### src/acr_pkg.sv
// Constants for the converter control and result register block.
`default_nettype none
package acr_pkg;
	localparam logic [7:0] ACR_IDX_RESULT_LOW = 8'h04;
	localparam logic [7:0] ACR_IDX_RESULT_HIGH = 8'h05;
	localparam logic [7:0] ACR_IDX_CONTROL_A = 8'h06;
	localparam logic [7:0] ACR_IDX_INPUT_SELECT = 8'h07;
	localparam logic [7:0] ACR_IDX_CONTROL_B = 8'h03;
	localparam int ACR_A_ENABLE = 7;
	localparam int ACR_A_START = 6;
	localparam int ACR_A_AUTO = 5;
	localparam int ACR_A_FLAG = 4;
	localparam int ACR_A_IE = 3;
	localparam int ACR_M_REF = 6;
	localparam int ACR_B_STORE_HI = 5;
	localparam int ACR_B_LEFT = 4;
	localparam int ACR_B_STORE_LO = 3;
	localparam logic [7:0] ACR_RESET_BYTE = 8'h00;
	localparam logic [4:0] ACR_FIRST_CLOCKS = 5'd25;
	localparam logic [4:0] ACR_NORMAL_CLOCKS = 5'd13;
	localparam logic [2:0] ACR_TRIG_FREE_RUN = 3'h0;
	localparam logic [31:0] ACR_DATA_ZERO = 32'h0000_0000;
endpackage
`default_nettype wire

### src/acr_top.sv
// Converter control, status and result registers behind an APB slave.
//
// Design decision made here: register access over APB.
`timescale 1ns/1ps
`default_nettype none
module acr_top
	import acr_pkg::*;
#(
	parameter int ADDR_W = 8
) (
	input wire logic pclk,
	input wire logic presetn,
	input wire logic psel,
	input wire logic penable,
	input wire logic pwrite,
	input wire logic [ADDR_W-1:0] paddr,
	input wire logic [31:0] pwdata,
	output logic [31:0] prdata,
	output logic pready,
	output logic pslverr,
	input wire logic [7:1] trigger_flags,
	input wire logic global_int_enable,
	input wire logic int_vector_ack,
	input wire logic [9:0] sample_code,
	output logic irq,
	output logic converter_power,
	output logic conversion_active,
	output logic reference_select_bit,
	output logic [2:0] channel_select_field
);
	function automatic logic [6:0] div_mask(input logic [2:0] code);
		case (code)
			3'd0, 3'd1: div_mask = 7'h01;
			3'd2: div_mask = 7'h03;
			3'd3: div_mask = 7'h07;
			3'd4: div_mask = 7'h0f;
			3'd5: div_mask = 7'h1f;
			3'd6: div_mask = 7'h3f;
			default: div_mask = 7'h7f;
		endcase
	endfunction

	function automatic logic [15:0] fmt(input logic [9:0] r, input logic left);
		fmt = left ? {r, 6'h00} : {6'h00, r};
	endfunction

	function automatic logic idx_hit(input logic [ADDR_W-1:0] a, input logic [7:0] idx);
		idx_hit = (a[1:0] == 2'b00) && (a[ADDR_W-1:2] == idx[ADDR_W-3:0]);
	endfunction

	typedef enum logic [1:0] {ACR_IDLE, ACR_ACCESS, ACR_DONE} acr_bus_e;

	acr_bus_e bus_q, bus_d;
	logic [31:0] prdata_q;
	logic pready_q, pslverr_q, irq_q;
	logic en_q, auto_q, flag_q, ie_q;
	logic [2:0] ps_q, ts_q;
	logic lar_q, store_hi_q, store_lo_q;
	logic ref_wr_q, ref_app_q;
	logic [2:0] mux_wr_q, mux_app_q;
	logic busy_q, first_q, first_conv_q, lock_q, trig_prev_q;
	logic [6:0] pre_q;
	logic [4:0] cnt_q;
	logic [9:0] result_q;

	wire hit_lo = idx_hit(paddr, ACR_IDX_RESULT_LOW);
	wire hit_hi = idx_hit(paddr, ACR_IDX_RESULT_HIGH);
	wire hit_a = idx_hit(paddr, ACR_IDX_CONTROL_A);
	wire hit_m = idx_hit(paddr, ACR_IDX_INPUT_SELECT);
	wire hit_b = idx_hit(paddr, ACR_IDX_CONTROL_B);
	wire hit_any = hit_lo | hit_hi | hit_a | hit_m | hit_b;
	wire commit = psel && penable && pready_q;
	wire wr_ok = commit && pwrite && !pslverr_q;
	wire rd_ok = commit && !pwrite && !pslverr_q;
	wire wr_a = wr_ok && hit_a;
	wire wr_m = wr_ok && hit_m;
	wire wr_b = wr_ok && hit_b;
	wire rd_lo = rd_ok && hit_lo;
	wire rd_hi = rd_ok && hit_hi;
	wire en_d = wr_a ? pwdata[ACR_A_ENABLE] : en_q;
	wire auto_d = wr_a ? pwdata[ACR_A_AUTO] : auto_q;
	wire [2:0] ts_d = wr_b ? pwdata[2:0] : ts_q;
	wire [6:0] mask = div_mask(ps_q);
	wire tick = busy_q && ((pre_q & mask) == mask);
	wire [4:0] conv_len = first_conv_q ? ACR_FIRST_CLOCKS : ACR_NORMAL_CLOCKS;
	wire done = tick && (cnt_q == conv_len - 5'd1) && en_d;
	wire trig_sel = (ts_q == ACR_TRIG_FREE_RUN) ? 1'b0 : trigger_flags[ts_q];
	wire trig_edge = trig_sel && !trig_prev_q;
	wire sw_start = wr_a && pwdata[ACR_A_START];
	wire auto_start = auto_q && trig_edge;
	wire free_restart = done && auto_q && (ts_q == ACR_TRIG_FREE_RUN);
	wire start = en_d && ((!busy_q && (sw_start || auto_start)) || free_restart);
	wire abort = busy_q && !en_d;
	wire busy_d = start || (busy_q && !done && !abort);
	wire flag_clr = (wr_a && pwdata[ACR_A_FLAG]) || int_vector_ack;
	wire flag_d = done || (flag_q && !flag_clr);
	wire [15:0] res_view = fmt(result_q, lar_q);
	wire [7:0] ctrl_a_view = {en_q, busy_q, auto_q, flag_q, ie_q, ps_q};
	wire [7:0] mux_view = {1'b0, ref_wr_q, 3'b000, mux_wr_q};
	wire [7:0] ctrl_b_view = {2'b00, store_hi_q, lar_q, store_lo_q, ts_q};
	wire [7:0] rd_byte = hit_lo ? res_view[7:0] :
		hit_hi ? res_view[15:8] :
		hit_a ? ctrl_a_view :
		hit_m ? mux_view :
		hit_b ? ctrl_b_view : ACR_RESET_BYTE;

	always_comb begin
		bus_d = bus_q;
		case (bus_q)
			ACR_IDLE: begin
				if (psel && !penable)
					bus_d = ACR_ACCESS;
			end
			ACR_ACCESS: begin
				if (psel && penable)
					bus_d = ACR_DONE;
			end
			ACR_DONE: bus_d = ACR_IDLE;
			default: bus_d = ACR_IDLE;
		endcase
	end

	always_ff @(posedge pclk or negedge presetn) begin
		if (!presetn) begin
			bus_q <= ACR_IDLE;
			pready_q <= 1'b0;
			pslverr_q <= 1'b0;
			prdata_q <= ACR_DATA_ZERO;
		end else begin
			bus_q <= bus_d;
			pready_q <= (bus_q == ACR_ACCESS) && psel && penable;
			pslverr_q <= (bus_q == ACR_ACCESS) && psel && penable && !hit_any;
			if ((bus_q == ACR_ACCESS) && psel && penable && !pwrite)
				prdata_q <= {24'h00_0000, rd_byte};
		end
	end

	always_ff @(posedge pclk or negedge presetn) begin
		if (!presetn) begin
			en_q <= 1'b0;
			auto_q <= 1'b0;
			ie_q <= 1'b0;
			ps_q <= 3'h0;
			ts_q <= 3'h0;
			lar_q <= 1'b0;
			store_hi_q <= 1'b0;
			store_lo_q <= 1'b0;
			ref_wr_q <= 1'b0;
			mux_wr_q <= 3'h0;
		end else begin
			en_q <= en_d;
			auto_q <= auto_d;
			ts_q <= ts_d;
			if (wr_a) begin
				ie_q <= pwdata[ACR_A_IE];
				ps_q <= pwdata[2:0];
			end
			if (wr_b) begin
				store_hi_q <= pwdata[ACR_B_STORE_HI];
				lar_q <= pwdata[ACR_B_LEFT];
				store_lo_q <= pwdata[ACR_B_STORE_LO];
			end
			if (wr_m) begin
				ref_wr_q <= pwdata[ACR_M_REF];
				mux_wr_q <= pwdata[2:0];
			end
		end
	end

	always_ff @(posedge pclk or negedge presetn) begin
		if (!presetn) begin
			busy_q <= 1'b0;
			first_q <= 1'b1;
			first_conv_q <= 1'b0;
			cnt_q <= 5'h00;
			pre_q <= 7'h00;
			flag_q <= 1'b0;
			lock_q <= 1'b0;
			trig_prev_q <= 1'b0;
			result_q <= 10'h000;
			ref_app_q <= 1'b0;
			mux_app_q <= 3'h0;
		end else begin
			busy_q <= busy_d;
			flag_q <= flag_d;
			trig_prev_q <= trig_sel;
			first_q <= !en_d || (first_q && !start);
			if (start) begin
				first_conv_q <= first_q;
				cnt_q <= 5'h00;
				pre_q <= 7'h00;
			end else begin
				pre_q <= pre_q + 7'h01;
				if (tick)
					cnt_q <= cnt_q + 5'h01;
			end
			if (done && !lock_q)
				result_q <= sample_code;
			if (rd_lo)
				lock_q <= 1'b1;
			else if (rd_hi)
				lock_q <= 1'b0;
			if (!busy_q || done) begin
				ref_app_q <= ref_wr_q;
				mux_app_q <= mux_wr_q;
			end
		end
	end

	always_ff @(posedge pclk or negedge presetn) begin
		if (!presetn)
			irq_q <= 1'b0;
		else
			irq_q <= flag_q && ie_q && global_int_enable;
	end

	assign prdata = prdata_q;
	assign pready = pready_q;
	assign pslverr = pslverr_q;
	assign irq = irq_q;
	assign converter_power = en_q;
	assign conversion_active = busy_q;
	assign reference_select_bit = ref_app_q;
	assign channel_select_field = mux_app_q;
endmodule
`default_nettype wire

### config.mk
export PLATFORM = sky130hd
export DESIGN_NAME = acr_top
export DESIGN_NICKNAME = d
export VERILOG_FILES = /design/src/acr_pkg.sv /design/src/acr_top.sv
export SDC_FILE = /design/constraint.sdc
export NUM_CORES = 1
export LEC_CHECK = 0
export ABC_CLOCK_PERIOD_IN_PS = 4400
export BUFFER_PORTS_ARGS = -buffer_cell sky130_fd_sc_hd__buf_2
export CORE_MARGIN = 1
export CORE_UTILIZATION = 55
export CTS_BUF_LIST = sky130_fd_sc_hd__clkbuf_8
export DETAILED_ROUTE_END_ITERATION = 8
export MAX_ROUTING_LAYER = met4
export PLACE_DENSITY = 0.83
export SYNTH_ARGS = -nofsm -noshare
export SYNTH_HDL_FRONTEND = slang
export SYNTH_SLANG_ARGS = --single-unit
### constraint.sdc
create_clock -name pclk -period 4.4 [get_ports pclk]
set_input_delay 0.22 -clock pclk [delete_from_list [all_inputs] [get_ports pclk]]
set_output_delay 0.22 -clock pclk [all_outputs]
set_load 0.005 [all_outputs]
==> summary.txt <==
DR pass1 iterations = 4
Worst Path Arrival = 3.05 ns
Final ANT Viol Nets = 0
Worst skew pair latency = 0.35 ns
PD cells = 290 mW/mm²
Detailed Place HPWL = 4720 µm
Synth area leader = dfrtp_1
Filler cell count = 483
WP data required = 4.63 ns
Met2 Resource Use GR = 0.357
GP Congestion = 0.841
Number of max-cap violations = 0
Clock slew at reported path FFs = 0.07 ns
Worst-path maximum fanout = 13
Largest net degree at the start of global routing = 62
Measured slew at the worst slew-check pin = 1.30 ns
Vias = 2,397
CORE AREA = 0.00554 mm²
Fin. Hold Viols = 0
Post-DR wirelength/cell = 15.4 µm
Row count = 27
Fin Setup TNS = 0 ns
#FFs+latches synth = 61
Leading cell type in the layout, fill and taps excluded = dfrtp_1
Setup Buffers After CTS = 0
Gr usage total = 0.246
DRC Markers = 0
Area grow syn2layout = 12.9%
Layout cells sized above 1 = 0.308
# IOs = 105
Peak VDD IR = 0.177 mV
Dpl ws = 1.49 ns
Yosys warns = 0
Clock buffer depth = 2
Hold Buf Count CTS = 0
Met3 Use GR = 0.0453
Total power draw = 0.00105 W
Num CTS Buffers = 9
Number of flops mapped to enable cells by yosys = 0
Ys flop type = dfrtp_1
Critical Path Source Type = flop
Cell area after synthesis = 0.00319 mm²
Rel. slew slack = 0.125
Root buffer cell = clkbuf_8
Sequential-to-total area share from yosys stat = 0.479
Fin crit share = 0.640
Die width = 78.2 µm
R2r worst-path depth = 6
Top cell type's share of synthesized area = 0.471
Most used routing layer = met2
Synth Area per Inst = 10.7 µm²
H-tree lvl count = 3
CP Capture Type = flop
Port bufs = 56
Vias/cell = 5.55
Netlist cell types = 44
First-pass GRT wire length = 10,900 µm
Mapped Cells = 297
Setup Skew = 0.00466 ns
CTS tree = done
Type of the worst setup path = flop to flop
Final setup margin = 1.58 ns
Top cells by area, synth = dfrtp_1, mux2_2, buf_4
Fraction of registers with async set/reset = 1.00
GRT Residual Overflow = 0
Die area = 0.00611 mm²
NumNets Final = 423
Detailed Route WL = 6670 µm
Pleak = 1.77 nW
Max-slew violation count = 0
Outcome = completed
Initial DRC Count = 216
Fin util = 0.650
Design Area, Final = 0.00360 mm²
ANT cells = 0
Clk sink count = 61
Hold WC Path Type = input pin to asynchronous set/reset pin
Final setup fails = 0
Initial antenna violation count = 0
RSZ-0062 raised after global routing = false
Most frequent cells in the layout = dfrtp_1, buf_2, mux2_2, nor2_1, conb_1
M1 GR Usage = 0.335
Initial cell density of the core = 0.576
Fmax = 355 MHz
Die Y = 78.2 µm
Resized Gates After CTS = 0
Min Tclk post-route = 2.82 ns
Vias in the first global route = 2,259
Dpl cell area = 0.00344 mm²
==> metal layers <==
layer	vias up	wire, µm
met5	-	0
met4	0	122
met3	14	388
met2	95	3090
met1	1153	3070
li1	1135	-
==> where the power goes <==
| group | leakage [nW] | internal, W | total [W] | switching [W] |
|---|---|---|---|---|
| Combinational | 0.870 | 0.0000226 | 0.0000649 | 0.0000423 |
| Sequential | 0.800 | 0.000564 | 0.000566 | 0.00000198 |
| Clock | 0.0957 | 0.000208 | 0.000415 | 0.000207 |
| Total | 1.77 | 0.000795 | 0.00105 | 0.000251 |
==> synth_stat cells (5+ instances only) <==
library cell and n:
dfrtp_1 60, mux2_2 36, nor2_1 29, buf_4 24, nand2_1 19, a21oi_1 13
a22o_1 10, o21ai_0 10, nand2b_1 9, nand3_1 6, nand4_1 6, mux2i_1 5
nor3_1 5, xor2_1 5
==> per-stage QoR <==
| step | std cells | hold WS, ns |
|---|---|---|
| 5_1_grt | 432 | 0.0998 |
| 3_3_place_gp | 417 | 0.411 |
| 2_1_floorplan | 320 | -0.0756 |
| 6_report | 432 | 0.0110 |
| 3_5_place_dp | 417 | 0.421 |
| 4_1_cts | 432 | 0.0512 |
==> area by class of cell <==
cell class | count | area, µm² | area share
well taps | 72 | 90.1 | 0.0250
multi-input cells | 223 | 1520 | 0.423
inverters | 4 | 15.0 | 0.00417
flip-flops and latches | 61 | 1530 | 0.424
repair buffers | 57 | 288 | 0.0799
clock inverters | 5 | 21.3 | 0.00591
clock buffers | 10 | 138 | 0.0382
==> final timing paths <==
| kind | from | endpoint | slack, ns |
|---|---|---|---|
| worst max-delay path | pslverr | first_conv_q | 1.58 |
| worst min-delay path | presetn | pre_q[2] | 0.01 |
| worst max register to register | pslverr | first_conv_q | 1.58 |
| worst min register to register | bus_q[1] | bus_q[0] | 0.44 |
| max in group asynchronous | presetn | pre_q[0] | 3.88 |
| min in group pclk | sample_code[9] | result_q[9] | 0.11 |
==> registers in the layout (all words and copies together), names as in the netlist, 2 cells and up <==
register and cells:
bus_q 2, channel_select_field 3, cnt_q 5, mux_wr_q 3
prdata 8, pre_q 7, ps_q 3, result_q 10
ts_q 3
==> cell families (layout without fill, tap and decap cells) <==
kind of cell | Yosys count | count (layout) | synth area share
and+or+nand+nor | 99 | 99 | 0.173
DFF | 61 | 61 | 0.479
AOI/OAI and AO/OA | 47 | 47 | 0.0969
muxes | 41 | 41 | 0.143
buffers and inverters | 36 | 76 | 0.0710
xor gates and xnor gates | 9 | 9 | 0.0247
adders and majority gates | 3 | 3 | 0.0118
other | 1 | 24 | 0.00118
==> critical path, cell delays in order, from the launching register on <==
cell	delay, ns
dfrtp_1	0.38
nor2b_1	0.17
nand4_1	0.28
nor3_4	0.40
mux2i_1	0.29
nor2_1	0.77
mux2_2	0.41
(Power assumes the default switching activity.)
